--- src/include/sntl_pkg.sv ---
package sntl_pkg;
  // ==========================================================
  // Register map (byte addresses), control fields and status bit positions.
  localparam logic [4:0] OFS_CTRL = 5'h00;
  localparam logic [4:0] OFS_STAT = 5'h04;
  localparam logic [4:0] OFS_TICK = 5'h08;
  localparam logic [4:0] OFS_FRAME = 5'h0c;
  localparam logic [4:0] OFS_DATL = 5'h10;
  localparam logic [4:0] OFS_DATH = 5'h14;
  localparam logic [4:0] OFS_SYNC = 5'h18;
  localparam logic [15:0] CTRL_RESET = 16'h0000;
  localparam logic [15:0] CTRL_WMASK = 16'hafd7;
  localparam int B_EN = 15;
  localparam int B_ISTOP = 13;
  localparam int B_RX = 11;
  localparam int B_TXM = 10;
  localparam int B_POL = 9;
  localparam int B_CRC = 8;
  localparam int B_PPP = 7;
  localparam int B_SPC = 6;
  localparam int B_PS = 4;
  localparam int B_FRM = 2;
  localparam int B_CRCE = 3;
  localparam int B_GO = 0;
  // ==========================================================
  // Frame timing in ticks, prescaler limit and CRC constants.
  localparam logic [5:0] SYNC_TICKS = 6'h38;
  localparam logic [5:0] NIB_BASE = 6'h0c;
  localparam logic [5:0] NIB_TOP = 6'h1b;
  localparam logic [5:0] PAUSE_MIN = 6'h0c;
  localparam logic [5:0] LOW_TICKS = 6'h05;
  localparam logic [11:0] FRAME_CAP = 12'h7ff;
  localparam logic [1:0] PRE_DIV4 = 2'h3;
  localparam logic [3:0] CRC_SEED = 4'h5;
  localparam logic [3:0] CRC_POLY = 4'hd;
  // ==========================================================
  // State encodings.
  typedef enum logic [2:0] {TX_IDLE = 3'b001, TX_SEG = 3'b010, TX_PAUSE = 3'b100} sntl_tx_t;
  typedef enum logic [2:0] {RX_HUNT = 3'b001, RX_NIB = 3'b010, RX_SKIP = 3'b100} sntl_rx_t;
endpackage : sntl_pkg

--- src/verilog/sntl_link.sv ---
// Register access over Avalon-MM and the address map were left to the implementer.
`timescale 1ns/1ps
module sntl_link (
  input wire logic i_clk,
  input wire logic i_rst_n,
  input wire logic [4:0] i_address,
  input wire logic i_read,
  input wire logic i_write,
  input wire logic [31:0] i_writedata,
  input wire logic [3:0] i_byteenable,
  output logic [31:0] o_readdata,
  output logic o_waitrequest,
  input wire logic i_sent_in,
  output logic o_sent_out,
  input wire logic i_idle_mode,
  output logic o_frame_done,
  output logic o_spc_enable
);
  import sntl_pkg::*;

  // ==========================================================
  // Shared helpers.
  // J2716 CRC over the selected data nibbles, augmented by a zero nibble.
  function automatic logic [3:0] crc_step(input logic [3:0] c, input logic [3:0] d);
    logic [3:0] r;
    r = c;
    for (int b = 3; b >= 0; b--) begin
      // Data bits enter at the bottom, which is the nibble table form.
      if (r[3]) begin
        r = {r[2:0], d[b]} ^ CRC_POLY;
      end else begin
        r = {r[2:0], d[b]};
      end
    end
    return r;
  endfunction : crc_step

  function automatic logic [3:0] crc_calc(input logic [31:0] w, input logic [2:0] n);
    logic [3:0] c;
    c = CRC_SEED;
    for (int k = 1; k <= 6; k++) begin
      if (k <= int'(n)) begin
        c = crc_step(c, w[31-4*k -: 4]);
      end
    end
    return crc_step(c, 4'h0);
  endfunction : crc_calc

  // ==========================================================
  // State declarations.
  logic ack, next_ack;
  logic [31:0] rdata, next_rdata;
  logic [15:0] ctrl, next_ctrl;
  logic [15:0] tick_lim, next_tick_lim;
  logic [15:0] frame_lim, next_frame_lim;
  logic [15:0] datl, next_datl;
  logic [15:0] dath, next_dath;
  logic [15:0] sync_cap, next_sync_cap;
  logic go, next_go;
  logic frm_err, next_frm_err;
  logic crc_err, next_crc_err;
  logic done_q, spc_q;
  logic [1:0] pre_cnt, next_pre_cnt;
  logic [15:0] tick_cnt, next_tick_cnt;
  sntl_tx_t tx_st, next_tx_st;
  logic [3:0] seg, next_seg;
  logic [5:0] seg_el, next_seg_el;
  logic [11:0] frame_tk, next_frame_tk;
  logic line_q, next_line_q;
  logic sin_s1, sin_s2, sin_d;
  sntl_rx_t rx_st, next_rx_st;
  logic [3:0] rx_idx, next_rx_idx;
  logic [15:0] per_cnt, next_per_cnt;
  logic [16:0] acc, next_acc;
  logic [5:0] rx_tk, next_rx_tk;

  logic en, rx_mode, run, pre_en, tick, fall;
  logic [2:0] nib_n;
  logic [3:0] crc_seg;
  logic [31:0] tx_word;
  logic [3:0] tx_nib, rx_crc_calc;
  logic [5:0] seg_len;
  logic [11:0] frame_goal;
  logic tx_done, tx_start, rx_done, rx_bad, rx_sync_ok, rx_idle;
  logic [2:0] nib_stat;
  logic [15:0] stat;
  logic [15:0] wmask;
  logic wr;

  // ==========================================================
  // Common decode.
  assign en = ctrl[B_EN];
  assign rx_mode = ctrl[B_RX];
  assign run = en & ~(ctrl[B_ISTOP] & i_idle_mode);
  // Reserved counts fold onto the nearest legal length.
  assign nib_n = (ctrl[2:0] == 3'h0) ? 3'h1 : ((ctrl[2:0] == 3'h7) ? 3'h6 : ctrl[2:0]);
  assign crc_seg = {1'b0, nib_n} + 4'h2;
  assign pre_en = run & (~ctrl[B_PS] | (pre_cnt == PRE_DIV4));
  assign tick = pre_en & (tick_cnt == tick_lim);
  assign fall = sin_d & ~sin_s2;
  assign wr = i_write & ack;
  assign wmask = {{8{i_byteenable[1]}}, {8{i_byteenable[0]}}};

  // ==========================================================
  // Bus handshake: one wait state, answer registered.
  assign o_waitrequest = (i_read | i_write) & ~ack;
  assign o_readdata = rdata;
  assign o_frame_done = done_q;
  assign o_spc_enable = spc_q;
  assign o_sent_out = line_q;

  // ==========================================================
  // Transmit frame content with hardware CRC substituted when enabled.
  always_comb begin
    tx_word = {dath, datl};
    if (ctrl[B_CRC]) begin
      tx_word[3:0] = crc_calc({dath, datl}, nib_n);
    end
    if (seg == crc_seg) begin
      tx_nib = tx_word[3:0];
    end else begin
      tx_nib = tx_word[31-4*(32'(seg)-1) -: 4];
    end
    if (seg == 4'h0) begin
      seg_len = SYNC_TICKS;
    end else begin
      seg_len = NIB_BASE + {2'h0, tx_nib};
    end
    frame_goal = 12'h0;
    if (!ctrl[B_TXM]) begin
      frame_goal = (frame_lim > 16'(FRAME_CAP)) ? FRAME_CAP : frame_lim[11:0];
    end
  end

  // ==========================================================
  // Receive side helpers: CRC over received words, idle detect.
  assign rx_crc_calc = crc_calc({dath, datl}, nib_n);
  assign rx_idle = rx_mode & sin_s2 & (per_cnt >= tick_lim);

  // Status word; nibble index follows the active direction.
  always_comb begin
    nib_stat = 3'h0;
    if (rx_mode) begin
      if (rx_st == RX_NIB) begin
        nib_stat = (rx_idx == crc_seg - 4'h1) ? 3'h7 : rx_idx[2:0];
      end
    end else if (tx_st == TX_SEG && seg >= 4'h2) begin
      nib_stat = (seg == crc_seg) ? 3'h7 : 3'(seg - 4'h1);
    end
    stat = 16'h0;
    stat[7] = rx_mode ? (rx_st == RX_SKIP) : (tx_st == TX_PAUSE);
    stat[6:4] = nib_stat;
    stat[B_CRCE] = crc_err;
    stat[B_FRM] = frm_err;
    stat[1] = rx_idle;
    if (rx_mode) begin
      stat[B_GO] = (rx_st != RX_HUNT);
    end else begin
      stat[B_GO] = ctrl[B_TXM] ? go : en;
    end
  end

  // ==========================================================
  // Transmitter: tick divider, segment sequencer, line driver.
  // The line leaves its idle level for a few ticks at each segment start; the
  // receiver keys only on the falling edges.
  always_comb begin
    next_pre_cnt = run ? pre_cnt + 2'h1 : pre_cnt;
    next_tick_cnt = tick_cnt;
    if (pre_en) begin
      next_tick_cnt = (tick_cnt == tick_lim) ? 16'h0 : tick_cnt + 16'h1;
    end
    next_tx_st = tx_st;
    next_seg = seg;
    next_seg_el = seg_el;
    next_frame_tk = frame_tk;
    tx_done = 1'b0;
    // Triggered mode waits for the go flag, continuous mode just runs.
    tx_start = en & ~rx_mode & (~ctrl[B_TXM] | go);
    case (tx_st)
      TX_IDLE: begin
        if (run & tx_start) begin
          next_tx_st = TX_SEG;
          next_seg = 4'h0;
          next_seg_el = 6'h0;
          next_frame_tk = 12'h0;
          next_tick_cnt = 16'h0;
          // Restarting the prescaler keeps the first tick of a frame full length.
          next_pre_cnt = 2'h0;
        end
      end
      TX_SEG: begin
        if (tick) begin
          next_frame_tk = (frame_tk == 12'hfff) ? frame_tk : frame_tk + 12'h1;
          next_seg_el = seg_el + 6'h1;
          if (seg_el + 6'h1 >= seg_len) begin
            next_seg_el = 6'h0;
            next_seg = seg + 4'h1;
            if (seg == crc_seg) begin
              tx_done = 1'b1;
              if (ctrl[B_PPP]) begin
                next_tx_st = TX_PAUSE;
              end else if (!ctrl[B_TXM]) begin
                next_seg = 4'h0;
                next_frame_tk = 12'h0;
              end else begin
                next_tx_st = TX_IDLE;
              end
            end
          end
        end
      end
      TX_PAUSE: begin
        if (tick) begin
          next_frame_tk = (frame_tk == 12'hfff) ? frame_tk : frame_tk + 12'h1;
          next_seg_el = (seg_el == 6'h3f) ? seg_el : seg_el + 6'h1;
          // Pause holds at least its floor, then until the frame goal.
          // Compare seg_el without adding, since the saturated count would wrap.
          if (seg_el >= PAUSE_MIN - 6'h1 && frame_tk + 12'h1 >= frame_goal) begin
            next_seg_el = 6'h0;
            next_seg = 4'h0;
            next_frame_tk = 12'h0;
            next_tx_st = ctrl[B_TXM] ? TX_IDLE : TX_SEG;
          end
        end
      end
      default: next_tx_st = TX_IDLE;
    endcase
    if (!en || rx_mode) begin
      next_tx_st = TX_IDLE;
    end
    // Line leaves its idle level only in the opening ticks of a segment; idle is high, or low with B_POL set.
    next_line_q = ctrl[B_POL] ^ ~((tx_st != TX_IDLE) & (seg_el < LOW_TICKS));
    if (rx_mode) begin
      next_line_q = 1'b1;
    end
  end

  always_ff @(posedge i_clk or negedge i_rst_n) begin
    if (!i_rst_n) begin
      pre_cnt <= 2'h0;
      tick_cnt <= 16'h0;
      tx_st <= TX_IDLE;
      seg <= 4'h0;
      seg_el <= 6'h0;
      frame_tk <= 12'h0;
      line_q <= 1'b1;
    end else begin
      pre_cnt <= next_pre_cnt;
      tick_cnt <= next_tick_cnt;
      tx_st <= next_tx_st;
      seg <= next_seg;
      seg_el <= next_seg_el;
      frame_tk <= next_frame_tk;
      line_q <= next_line_q;
    end
  end

  // ==========================================================
  // Receiver: times falling-edge intervals and scales them to ticks
  // with an accumulator, which avoids a divider at the cost of one
  // count of rounding error per interval.
  always_comb begin
    next_rx_st = rx_st;
    next_rx_idx = rx_idx;
    next_per_cnt = per_cnt;
    next_acc = acc;
    next_rx_tk = rx_tk;
    rx_done = 1'b0;
    rx_bad = 1'b0;
    rx_sync_ok = 1'b0;
    if (pre_en) begin
      next_per_cnt = (per_cnt == 16'hffff) ? per_cnt : per_cnt + 16'h1;
      if (acc + 17'(SYNC_TICKS) >= {1'b0, sync_cap}) begin
        next_acc = acc + 17'(SYNC_TICKS) - {1'b0, sync_cap};
        next_rx_tk = (rx_tk == 6'h3f) ? rx_tk : rx_tk + 6'h1;
      end else begin
        next_acc = acc + 17'(SYNC_TICKS);
      end
    end
    if (run && rx_mode && fall) begin
      // The fall edge itself counts, so N prescaled clocks read as N.
      next_per_cnt = pre_en ? 16'h1 : 16'h0;
      next_rx_tk = 6'h0;
      next_acc = {2'h0, sync_cap[15:1]};
      case (rx_st)
        RX_HUNT: begin
          if (per_cnt >= frame_lim && per_cnt <= tick_lim) begin
            rx_sync_ok = 1'b1;
            next_acc = {2'h0, per_cnt[15:1]};
            next_rx_st = RX_NIB;
            next_rx_idx = 4'h0;
          end
        end
        RX_NIB: begin
          if (rx_tk < NIB_BASE || rx_tk > NIB_TOP) begin
            rx_bad = 1'b1;
            next_rx_st = RX_HUNT;
          end else if (rx_idx == crc_seg - 4'h1) begin
            rx_done = 1'b1;
            next_rx_st = ctrl[B_PPP] ? RX_SKIP : RX_HUNT;
          end else begin
            next_rx_idx = rx_idx + 4'h1;
          end
        end
        RX_SKIP: next_rx_st = RX_HUNT;
        default: next_rx_st = RX_HUNT;
      endcase
    end
    if (!en || !rx_mode) begin
      next_rx_st = RX_HUNT;
    end
  end

  always_ff @(posedge i_clk or negedge i_rst_n) begin
    if (!i_rst_n) begin
      sin_s1 <= 1'b1;
      sin_s2 <= 1'b1;
      sin_d <= 1'b1;
      rx_st <= RX_HUNT;
      rx_idx <= 4'h0;
      per_cnt <= 16'h0;
      acc <= 17'h0;
      rx_tk <= 6'h0;
    end else begin
      sin_s1 <= i_sent_in;
      sin_s2 <= sin_s1;
      sin_d <= sin_s2;
      rx_st <= next_rx_st;
      rx_idx <= next_rx_idx;
      per_cnt <= next_per_cnt;
      acc <= next_acc;
      rx_tk <= next_rx_tk;
    end
  end

  // ==========================================================
  // Register file and bus answer. Hardware sets of the sticky flags
  // win over a software clear landing in the same cycle.
  always_comb begin
    logic [3:0] nv;
    nv = rx_tk[3:0] - NIB_BASE[3:0];
    next_ack = (i_read | i_write) & ~ack;
    next_rdata = rdata;
    next_ctrl = ctrl;
    next_tick_lim = tick_lim;
    next_frame_lim = frame_lim;
    next_datl = datl;
    next_dath = dath;
    next_sync_cap = sync_cap;
    next_go = go;
    next_frm_err = frm_err;
    next_crc_err = crc_err;
    if (wr) begin
      case (i_address)
        OFS_CTRL: next_ctrl = (ctrl & ~(wmask & CTRL_WMASK)) | (i_writedata[15:0] & wmask & CTRL_WMASK);
        OFS_TICK: next_tick_lim = (tick_lim & ~wmask) | (i_writedata[15:0] & wmask);
        OFS_FRAME: next_frame_lim = (frame_lim & ~wmask) | (i_writedata[15:0] & wmask);
        OFS_STAT: begin
          if (i_byteenable[0]) begin
            next_frm_err = frm_err & i_writedata[B_FRM];
            next_crc_err = crc_err & i_writedata[B_CRCE];
            if (!rx_mode && i_writedata[B_GO]) begin
              next_go = 1'b1;
            end
          end
        end
        OFS_DATL: begin
          if (!rx_mode) begin
            next_datl = (datl & ~(wmask & {12'hfff, {4{~ctrl[B_CRC]}}})) |
                        (i_writedata[15:0] & wmask & {12'hfff, {4{~ctrl[B_CRC]}}});
          end
        end
        OFS_DATH: begin
          if (!rx_mode) begin
            next_dath = (dath & ~wmask) | (i_writedata[15:0] & wmask);
          end
        end
        default: next_rdata = rdata;
      endcase
    end
    // Triggered transmit clears its go flag when the frame ends.
    if (tx_done && ctrl[B_TXM] && !(wr && i_address == OFS_STAT && i_byteenable[0] && i_writedata[B_GO])) begin
      next_go = 1'b0;
    end
    if (rx_sync_ok) begin
      next_sync_cap = per_cnt;
    end
    if (run && rx_mode && fall && rx_st == RX_NIB && !rx_bad) begin
      if (rx_idx == crc_seg - 4'h1) begin
        next_datl[3:0] = nv;
      end else if (rx_idx < 4'h4) begin
        next_dath[15-4*rx_idx[1:0] -: 4] = nv;
      end else begin
        next_datl[15-4*(rx_idx[1:0]) -: 4] = nv;
      end
    end
    if (rx_bad) begin
      next_frm_err = 1'b1;
    end
    if (rx_done && ctrl[B_CRC] && rx_crc_calc != nv) begin
      next_crc_err = 1'b1;
    end
    if (next_ack && i_read) begin
      case (i_address)
        OFS_CTRL: next_rdata = {16'h0, ctrl};
        OFS_STAT: next_rdata = {16'h0, stat};
        OFS_TICK: next_rdata = {16'h0, tick_lim};
        OFS_FRAME: next_rdata = {16'h0, frame_lim};
        OFS_DATL: next_rdata = {16'h0, tx_word[15:0]};
        OFS_DATH: next_rdata = {16'h0, dath};
        OFS_SYNC: next_rdata = {16'h0, sync_cap};
        default: next_rdata = 32'h0;
      endcase
    end
  end

  always_ff @(posedge i_clk or negedge i_rst_n) begin
    if (!i_rst_n) begin
      ack <= 1'b0;
      rdata <= 32'h0;
      ctrl <= CTRL_RESET;
      tick_lim <= 16'h0;
      frame_lim <= 16'h0;
      datl <= 16'h0;
      dath <= 16'h0;
      sync_cap <= 16'h0;
      go <= 1'b0;
      frm_err <= 1'b0;
      crc_err <= 1'b0;
      done_q <= 1'b0;
      spc_q <= 1'b0;
    end else begin
      ack <= next_ack;
      rdata <= next_rdata;
      ctrl <= next_ctrl;
      tick_lim <= next_tick_lim;
      frame_lim <= next_frame_lim;
      datl <= next_datl;
      dath <= next_dath;
      sync_cap <= next_sync_cap;
      go <= next_go;
      frm_err <= next_frm_err;
      crc_err <= next_crc_err;
      done_q <= tx_done | rx_done;
      spc_q <= en & rx_mode & ctrl[B_SPC];
    end
  end
endmodule : sntl_link

--- config.mk ---
export PLATFORM = sky130hd
export DESIGN_NAME = sntl_link
export DESIGN_NICKNAME = d
export VERILOG_FILES = /design/src/include/sntl_pkg.sv /design/src/verilog/sntl_link.sv
export SDC_FILE = /design/constraint.sdc
export NUM_CORES = 1
export LEC_CHECK = 0
export ABC_CLOCK_PERIOD_IN_PS = 18150
export BUFFER_PORTS_ARGS = -buffer_cell sky130_fd_sc_hd__buf_2
export CAP_MARGIN = 20
export CORE_AREA = 2 2 152 191
export CTS_CLUSTER_DIAMETER = 100
export DETAILED_ROUTE_END_ITERATION = 10
export DIE_AREA = 0 0 154 193
export PLACE_DENSITY_LB_ADDON = 0.1
export SLEW_MARGIN = 25
export SYNTH_ARGS = -nofsm -noshare
export SYNTH_HDL_FRONTEND = slang
export SYNTH_SLANG_ARGS = --single-unit
--- constraint.sdc ---
create_clock -name i_clk -period 18.15 [get_ports i_clk]
set_input_delay 3.63 -clock i_clk [delete_from_list [all_inputs] [get_ports i_clk]]
set_output_delay 3.63 -clock i_clk [all_outputs]
set_load 0.1 [all_outputs]
Word level (Yosys, flattened, before mapping):

Cells that the tools add are included.

* register bits: 227
* input bits: 47
* output and inout bits: 36
* word-level logic and storage cells: 523

* add/subtract/negate cells: 19
* order comparisons: 19
* equal/unequal tests: 44
* shift operators: 3
* multiplexer cells: 255
* bitwise operators: 100
* reduce and logical (&&, ||, !) cells: 55

Operators with widths (number)
* 2-to-1 mux 4 bit: 142
* 2-to-1 mux 16 bit: 18
* NOT 3 bit: 54
* 2-to-1 mux 12 bit: 12
* bitwise AND 16 bit: 8
* case mux 16 bit (7 select lines): 1
* OR 16 bit: 5
* 2-to-1 mux 3 bit: 22
* 2-to-1 mux 6 bit: 11
* 2-to-1 mux 17 bit: 3
* NOT 16 bit: 3
* case mux 12 bit (3 select lines): 1
* variable part select 35 x 33 -> 4 bit: 1
* negator 32 -> 34 bit: 1
* variable shift 4 x 34 -> 19 bit, first input constant: 1
* variable part select 4 x 34 -> 19 bit: 1
* adder 16 x 1 -> 16 bit, second input constant: 2
* bitwise mux 16 bit: 2
* >= comparator 16 bit: 2
* 2-to-1 mux 1 bit: 32
* 2-to-1 mux 15 bit: 2
* nonzero test 2 bit: 14
* case mux 6 bit (3 select lines): 1
* adder 17 x 6 -> 17 bit, second input constant: 1
* other kinds (69): 155

Logic depth before layout (Yosys ltp):

Gate-level depths: netlist of run 1.

* word-level depth: 122
* depth in mapped cells: 31
* gate-level depth less buffers: 29

Worst setup path after synthesis of run 1:

No wires, ideal clock.

* kind: input to output
* start point: input port i_write
* end point: output port o_waitrequest
* arrival: 4942 ps
* data required time: 14520 ps
* setup slack: 9578 ps
* stages on the path: 2
* path buffers: 0
* path through: nor2_1 -> nor2_1

* cells in the longest elaborated chain, start to end: 2

RTL lines
* start: declaration: RTL line sntl_link.sv:8 `input wire logic i_write,`
* OR 1 bit: RTL line sntl_link.sv:106 `assign o_waitrequest = (i_read | i_write) & ~ack;`
* bitwise AND 1 bit: RTL line sntl_link.sv:106
* end: declaration: RTL line sntl_link.sv:12 `output logic o_waitrequest,`

Every way passes these cells.

Final worst setup path of run 1:

Same ends and word-level chain as after synthesis.

==> flow_summary.ini, run 1 <==
[routing]
ant_nets = 0
dr.max_layer_used = met5
drc = 0
wl_met1_um = 18900
drt_iter0_markers = 1047
wl_um = 47200
wl_per_cell_um = 22.5
vias = 12900
wl_met2_um = 22900
drt-vias-per-instance = 6.18
first_pass_iters = 7
dr_wl_met3_um = 2620

[critical_path]
path_max_fanout = 4
start_kind = input port
cp.arrival_ns = 4.34
required_ns = 14.52
endpoint_kind = primary output
criticalPathCategory = input port to primary output

[sta]
min_period_over_period = 0.439
postLayoutSetupSlackWorst_ns = 10.18
worst_slew_pin_slew_ns = 1.04
min_period_ns = 7.97
rsz0062_at_grt = no
fin_setup_tns_ns = 0
whs_ns = 0.355
setup_violations = 0
relSlewSlack = 0.300
fmax_mhz = 125
drv_slew = 0
hold_violations = 0
timing.clock.skew_ns = 0.0290

[clock_network]
cts_buffers = 24
cts_root_buf = clkbuf_16
postCtsHoldBufs = 0
path_clk_slew_ns = 0.06
cts.sinks = 207
htreeDepth = 1
clkLatencyLatePin_ns = 0.55
cts_tree = built
clockBufferDepth = 3
cts_setup_buffers = 0
cts_resized = 0

[pwr]
power.density_nw_per_um2 = 110
p_leak_nw = 7.67
power_mw = 1.81
vdd_drop_max_mv = 0.0665

[synthesis]
synth.distinct_cells = 84
yosysTopAreaCellShare = 0.332
synth_common_cells = dfrtp_1, nand2_1, nor2_1, o21ai_0, inv_1
yosysWarnings = 0
ys_seq_area_frac = 0.342
synthTopCellsByArea = dfrtp_1, ha_1, nand2_1
avgSynthCellArea_um2 = 8.87
yosysTopAreaCell = dfrtp_1
syn_inst = 1708
synth.most_common_cell = dfrtp_1
ys_async_sr_fraction = 1.00
syn_area_um2 = 15200
synth-edff-count = 0
ys_ff_latch = 207
synth_flop_cell = dfrtp_1

[layout]
finalNonFillerCells = 2093
nFillCells = 2541
stdcell_area_um2 = 16500
drive_gt1_frac = 0.119
register_area_um2 = 5190
area_delta_synth_final_pct = 8.95
multi_input_area_um2 = 9260
fin_util = 0.588
fin_nets = 1858
antenna_cells = 0

[run]
maxCapViolations = 0

[grt]
grt_overflow_total = 0
grt_max_degree = 100
grt_pass1_vias = 12500
grt_use_total = 0.318
grt_pass1_wl_um = 72500
antenna_found_initial = 4

[worst_hold_path]
hold_class = flop to flop

[floorplan]
die_h_um = 193
dieArea_um2 = 29700
die_x_um = 154
start_util = 0.540
num_rows = 69
io_pins = 83
core_um2 = 28100

[placement]
pre_cts_ws_ns = 10.17
gp_congestion = 0.999
place_area_um2 = 15600
dp_cells = 2049
portBuffers = 48
dp_hpwl_um = 35200

[outcome]
outcome = completed
## where the power goes
group | internal, mW | switching (mW)
logic | 0.303 | 0.366
registers | 0.516 | 0.0950
clock network | 0.316 | 0.216
total | 1.13 | 0.678
## cells in the final DEF (no fill, tap or decap), drive strengths merged, types with 8 or more instances in the layout
cell	instances
dfrtp	201
nand2	176
nor2	131
o21ai	115
inv	104
a21oi	95
ha	90
xnor2	70
buf	65
mux2i	55
mux2	53
nand3	52
xor2	44
nor3	38
a21o	36
and3	29
clkbuf	24
nand4	23
a22oi	21
a221oi	20
nand2b	19
a211oi	18
conb	17
nor2b	16
and2	16
o21bai	13
a22o	12
clkinv	11
xnor3	10
o21a	10
a21boi	10
or3	9
nor4	8
## worst paths after layout
check,start,to,slack (ns),cells past startpoint
max,i_write,o_waitrequest,10.18,4
max reg2reg,flop,frame_tk[1],10.78,26
min reg2reg,sin_s1,sin_s2,0.36,0
min in group asynchronous,i_rst_n,frame_tk[6],3.12,1
min,sin_s1,sin_s2,0.36,0
max in group asynchronous,i_rst_n,rx_st[2],13.57,2
## layout make-up
type | count | area share
multi-input combinational | 1319 | 0.561
sequential | 207 | 0.314
clock buffer | 24 | 0.0364
tap | 355 | 0.0269
inverter | 103 | 0.0234
timing repair buffer | 65 | 0.0229
clock inverter | 20 | 0.0155
## critical path: stages
cell,delay [ns]
buf_2,0.11
nor2_1,0.05
nor2_1,0.11
buf_2,0.44
## routing by layer
layer,vias to the layer above,global-route usage
met2,463,0.561
met1,6231,0.387
li1,6099,-
met3,143,0.0349
met5,-,0
met4,4,0.164
## logic make-up after synthesis
group	Yosys count	synth area share
multiplexers	112	0.0817
adder cells (fa/ha/maj)	91	0.0756
other	2	0.000496
flip-flops	207	0.342
XOR/XNOR	129	0.0896
AND/OR/NAND/NOR	540	0.168
AO/OA/AOI/OAI	430	0.189
buffers and inverters	197	0.0533
(Power assumes the default switching activity.)
==> run 2: changes to the inputs <==
--- a/config.mk
+++ b/config.mk
@@ -5,7 +5,7 @@
 export SDC_FILE = /design/constraint.sdc
 export NUM_CORES = 1
 export LEC_CHECK = 0
-export ABC_CLOCK_PERIOD_IN_PS = 18150
+export ABC_CLOCK_PERIOD_IN_PS = 7700
 export BUFFER_PORTS_ARGS = -buffer_cell sky130_fd_sc_hd__buf_2
 export CAP_MARGIN = 20
 export CORE_AREA = 2 2 152 191
==> constraint.sdc (replaced) <==
create_clock -name i_clk -period 7.7 [get_ports i_clk]
set_input_delay 1.54 -clock i_clk [delete_from_list [all_inputs] [get_ports i_clk]]
set_output_delay 1.54 -clock i_clk [all_outputs]
set_load 0.1 [all_outputs]
==> flow_summary.ini, run 2 (same netlist as run 1, synthesis figures left out) <==
[sta]
drv_slew = 0
worst_slew_pin_slew_ns = 1.08
postLayoutSetupSlackWorst_ns = 0.570
min_period_ns = 7.13
setup_violations = 0
fmax_mhz = 140
timing.clock.skew_ns = 0.0287
rsz0062_at_grt = no
hold_violations = 0
min_period_over_period = 0.926
relSlewSlack = 0.278
fin_setup_tns_ns = 0

[floorplan]
die_h_um = 193
die_x_um = 154
dieArea_um2 = 29700
num_rows = 69
start_util = 0.540
io_pins = 83
core_um2 = 28100

[pwr]
combPwrFrac = 0.372
p_clk_frac = 0.289
power.internal_mw = 2.67
power_frac_seq = 0.339
vdd_drop_max_mv = 0.216
p_leak_nw = 7.67
power.density_nw_per_um2 = 256
switchingPower_mw = 1.57
power_mw = 4.23
switching_share = 0.370

[routing]
vias = 13000
drt-vias-per-instance = 6.18
ant_nets = 0
wl_per_cell_um = 22.1
drt_iter0_markers = 1025
wl_um = 46400
drc = 0
first_pass_iters = 5

[critical_path]
r2r-end = tx_st[0]
cp.buffers_inverters = 0
required_ns = 8.17
r2r-start = dath[11]
max_stage_delay_ns = 0.66
criticalPathCategory = flop to flop
ff2ff_path_depth = 26
cp_common_cell = a21oi_1
path_depth = 26
cp_top_family = compound AO/OA/AOI/OAI gates
start_kind = flop
cp.arrival_ns = 7.60
crit_path_top_delay_cell = a2111oi_1
path_max_fanout = 7
cp-endpoint = tx_st[0]
endpoint_kind = flop
r2r_setup_slack_ns = 0.57
cp-startpoint = dath[11]

[clock_network]
cts_setup_buffers = 0
path_clk_slew_ns = 0.06
htreeDepth = 1
clkLatencyLatePin_ns = 0.55
cts_tree = built
cts.sinks = 207
cts_root_buf = clkbuf_16
cts_buffers = 23
postCtsHoldBufs = 0
clockBufferDepth = 3

[layout]
drive_gt1_frac = 0.118
layout_common_cells = dfrtp_1, nand2_1, nor2_1
fin_nets = 1861
stdcell_area_um2 = 16500
multi_input_area_um2 = 9250
layout_commonest_cell = dfrtp_1
area_delta_synth_final_pct = 8.97
register_area_um2 = 5190
nFillCells = 2469

[grt]
grt_overflow_total = 0
antenna_found_initial = 4
grt_max_degree = 81
grt_use_total = 0.315
grt_pass1_vias = 12600
grt_pass1_wl_um = 72200

[placement]
pre_cts_ws_ns = 0.531
dp_hpwl_um = 35100
place_area_um2 = 15700
portBuffers = 48
gp_congestion = 1.03

[run]
maxCapViolations = 0

[outcome]
outcome = completed

[worst_hold_path]
hold_class = flop to flop
-- run 2: cell types whose count changed in the layout (fill, tap and decap cells not counted), sizes merged --
| cell | before | now |
|---|---|---|
| buf | 65 | 69 |
| bufinv | 5 | 4 |
| clkbuf | 24 | 30 |
| clkinv | 11 | 4 |
| clkinvlp | 3 | 2 |
| diode | 0 | 1 |
-- run 2: timing repair --
item	4_1_cts	5_1_grt
setup endpoints to repair	0	2
gates resized for setup	0	1
endpoints found under the hold margin	0	0
-- run 2: layout make-up --
type	instances	share of cell area
Multi-Input combinational cell	1319	0.560
Sequential cell	207	0.314
Antenna cell	1	0.000152
Clock buffer	30	0.0395
Tap cell	355	0.0269
Inverter	103	0.0234
Timing Repair Buffer	69	0.0247
Clock inverter	11	0.0108
-- run 2: through the flow --
step	hold WS [ns]	std cells	utilization
final	0.358	2095	0.589
after global routing	0.362	2094	0.588
after CTS	0.360	2094	0.588
after detailed placement	0.352	2053	0.559
after global placement	0.346	2053	0.558
after floorplan	0.345	1723	-
-- run 2: layer usage --
| layer | GRT usage | wire [um] | up-vias |
|---|---|---|---|
| met5 | 0 | 71 | - |
| met4 | 0.183 | 3100 | 6 |
| met3 | 0.0512 | 3140 | 167 |
| met2 | 0.538 | 21900 | 495 |
| met1 | 0.378 | 18100 | 6192 |
| li1 | - | - | 6097 |
-- run 2: power by group through the flow --
| stage | sequential, mW | combinational [mW] | clock (mW) |
|---|---|---|---|
| after global placement | 1.44 | 1.53 | 0 |
| after global routing | 1.46 | 1.76 | 1.28 |
| after detailed placement | 1.45 | 1.56 | 0 |
| final | 1.44 | 1.58 | 1.22 |
| after CTS | 1.43 | 1.57 | 1.23 |
| after floorplan | 1.36 | 1.28 | 0 |
-- run 2: how the worst min path moves through the flow --
stage | to | slack, ns | from | depth (start not counted)
finish | sin_s2 | 0.36 | sin_s1 | 0
CTS | sin_s2 | 0.36 | sin_s1 | 0
global route | sin_s2 | 0.36 | sin_s1 | 0
floorplan | sin_s2 | 0.35 | sin_s1 | 0
global placement | sin_s2 | 0.35 | sin_s1 | 0
detailed placement | sin_s2 | 0.35 | sin_s1 | 0
-- run 2: worst register-to-register path, cell delays in order (launching register included) --
cell and delay, ns:
dfrtp_1 0.54, xor3_1 0.52, or3_4 0.36, nand4_1 0.23, a31oi_1 0.20, nor2_1 0.39, nand3_1 0.14, a2111oi_1 0.66
a311oi_4 0.12, xnor3_1 0.33, nor2b_2 0.05, xnor2_1 0.42, xor3_1 0.46, mux2_2 0.31, a32oi_1 0.23, ha_1 0.27
and2_1 0.13, ha_1 0.26, nor2b_1 0.12, o21ai_0 0.08, nand2b_1 0.09, a21oi_1 0.10, or2_2 0.29, o21bai_1 0.16
a21oi_1 0.26, o311ai_0 0.19, a21oi_1 0.17
==> run 3: changes to the inputs <==
--- a/config.mk
+++ b/config.mk
@@ -5,7 +5,7 @@
 export SDC_FILE = /design/constraint.sdc
 export NUM_CORES = 1
 export LEC_CHECK = 0
-export ABC_CLOCK_PERIOD_IN_PS = 7700
+export ABC_CLOCK_PERIOD_IN_PS = 7800
 export BUFFER_PORTS_ARGS = -buffer_cell sky130_fd_sc_hd__buf_2
 export CAP_MARGIN = 20
 export CORE_AREA = 2 2 152 191
==> constraint.sdc (replaced) <==
create_clock -name i_clk -period 7.8 [get_ports i_clk]
set_input_delay 1.56 -clock i_clk [delete_from_list [all_inputs] [get_ports i_clk]]
set_output_delay 1.56 -clock i_clk [all_outputs]
set_load 0.1 [all_outputs]
==> flow_summary.ini, run 3 (same netlist as run 1, synthesis figures left out) <==
[outcome]
outcome = completed

[sta]
hold_violations = 0
min_period_over_period = 0.920
whs_ns = 0.355
setup_violations = 0
min_period_ns = 7.18
timing.clock.skew_ns = 0.0355
drv_slew = 0
relSlewSlack = 0.282
worst_slew_pin_slew_ns = 1.07
fmax_mhz = 139
rsz0062_at_grt = no
fin_setup_tns_ns = 0

[clock_network]
cts_root_buf = clkbuf_16
clkLatencyLatePin_ns = 0.56
cts.sinks = 207
clockBufferDepth = 3
cts_tree = built
path_clk_slew_ns = 0.06
cts_buffers = 24
htreeDepth = 1
cts_setup_buffers = 0

[routing]
vias = 12900
drt-vias-per-instance = 6.15
wl_met2_um = 22400
drt_iter0_markers = 1206
first_pass_iters = 7
wl_um = 46500
drc = 0
dr_wl_met3_um = 2930
wl_per_cell_um = 22.2
ant_nets = 0
wl_met1_um = 18400
dr.max_layer_used = met5

[critical_path]
start_kind = flop
criticalPathCategory = flop to flop
cp.arrival_ns = 7.66
cp-startpoint = dath[11]
r2r_setup_slack_ns = 0.62
endpoint_kind = flop
ff2ff_path_depth = 26
r2r-start = dath[11]
r2r-end = tx_st[0]
required_ns = 8.28
cp-endpoint = tx_st[0]
path_max_fanout = 7

[layout]
stdcell_area_um2 = 16500
drive_gt1_frac = 0.118
fin_nets = 1859
multi_input_area_um2 = 9260
layout_common_cells = dfrtp_1, nand2_1, nor2_1
register_area_um2 = 5190
area_delta_synth_final_pct = 9.15
nFillCells = 2497
layout_commonest_cell = dfrtp_1
finalNonFillerCells = 2095

[grt]
grt_overflow_total = 0
grt_max_degree = 74
grt_pass1_wl_um = 71900
antenna_found_initial = 3
grt_use_total = 0.314
grt_pass1_vias = 12400

[placement]
dp_hpwl_um = 35100
portBuffers = 48
dp_cells = 2050
gp_congestion = 1.03
place_area_um2 = 15700

[floorplan]
dieArea_um2 = 29700
num_rows = 69
die_h_um = 193
core_um2 = 28100
start_util = 0.540
die_x_um = 154
io_pins = 83

[pwr]
p_leak_nw = 7.68
power.density_nw_per_um2 = 255
vdd_drop_max_mv = 0.191

[worst_hold_path]
hold_class = flop to flop

[run]
maxCapViolations = 0
-- run 3: layout make-up --
type,instances,share of cell area
Antenna cell,1,0.000151
Clock buffer,30,0.0395
Clock inverter,14,0.0132
Inverter,103,0.0234
Multi-Input combinational cell,1319,0.560
Sequential cell,207,0.314
Tap cell,355,0.0269
Timing Repair Buffer,66,0.0233
-- run 3: worst min-delay path by stage --
stage	start	to	slack (ns)	cells after the start
after CTS	sin_s1	sin_s2	0.36	0
after global placement	sin_s1	sin_s2	0.35	0
after floorplan	sin_s1	sin_s2	0.35	0
after detailed placement	sin_s1	sin_s2	0.35	0
final	sin_s1	sin_s2	0.36	0
after global routing	sin_s1	sin_s2	0.36	0
-- run 3: per-layer routing --
metal / vias up / track usage
met4: 2 / 0.170
met3: 150 / 0.0451
li1: 6099 / -
met1: 6189 / 0.380
met2: 450 / 0.544
met5: - / 0
-- run 3: power breakdown --
part	switching, mW	internal (mW)
Sequential	0.219	1.20
Combinational	0.851	0.707
Clock	0.498	0.737
Total	1.57	2.64
-- run 3: timing repair --
action | in CTS | in global routing
hold buffers | 0 | 0
endpoints found under the setup margin | 0 | 1
gates resized for setup | 0 | 1
-- run 3: worst max-delay path, cell delays in order (launching register included) --
cell,delay (ns)
dfrtp_1,0.55
xor3_1,0.53
or3_4,0.37
a22o_4,0.29
a31oi_1,0.34
nor2_1,0.20
nor4b_1,0.30
a21oi_1,0.12
a311oi_4,0.46
xnor3_1,0.40
nor2b_2,0.13
xnor2_1,0.24
xor3_1,0.45
mux2_2,0.32
a32oi_1,0.25
ha_1,0.28
and2_1,0.14
ha_1,0.26
nor2b_1,0.11
o21ai_0,0.07
nand2b_1,0.10
a21oi_1,0.10
or2_2,0.29
o21bai_1,0.16
a21oi_1,0.28
o311ai_0,0.20
a21oi_1,0.18
-- run 3: through the flow --
stage                      util  power [mW]  setup slack [ns]
after floorplan               -        2.60              1.22
after global placement    0.558        2.93             0.703
after detailed placement  0.558        2.97             0.604
after CTS                 0.589        4.22             0.589
after global routing      0.589        4.48             0.128
final                     0.590        4.21             0.622
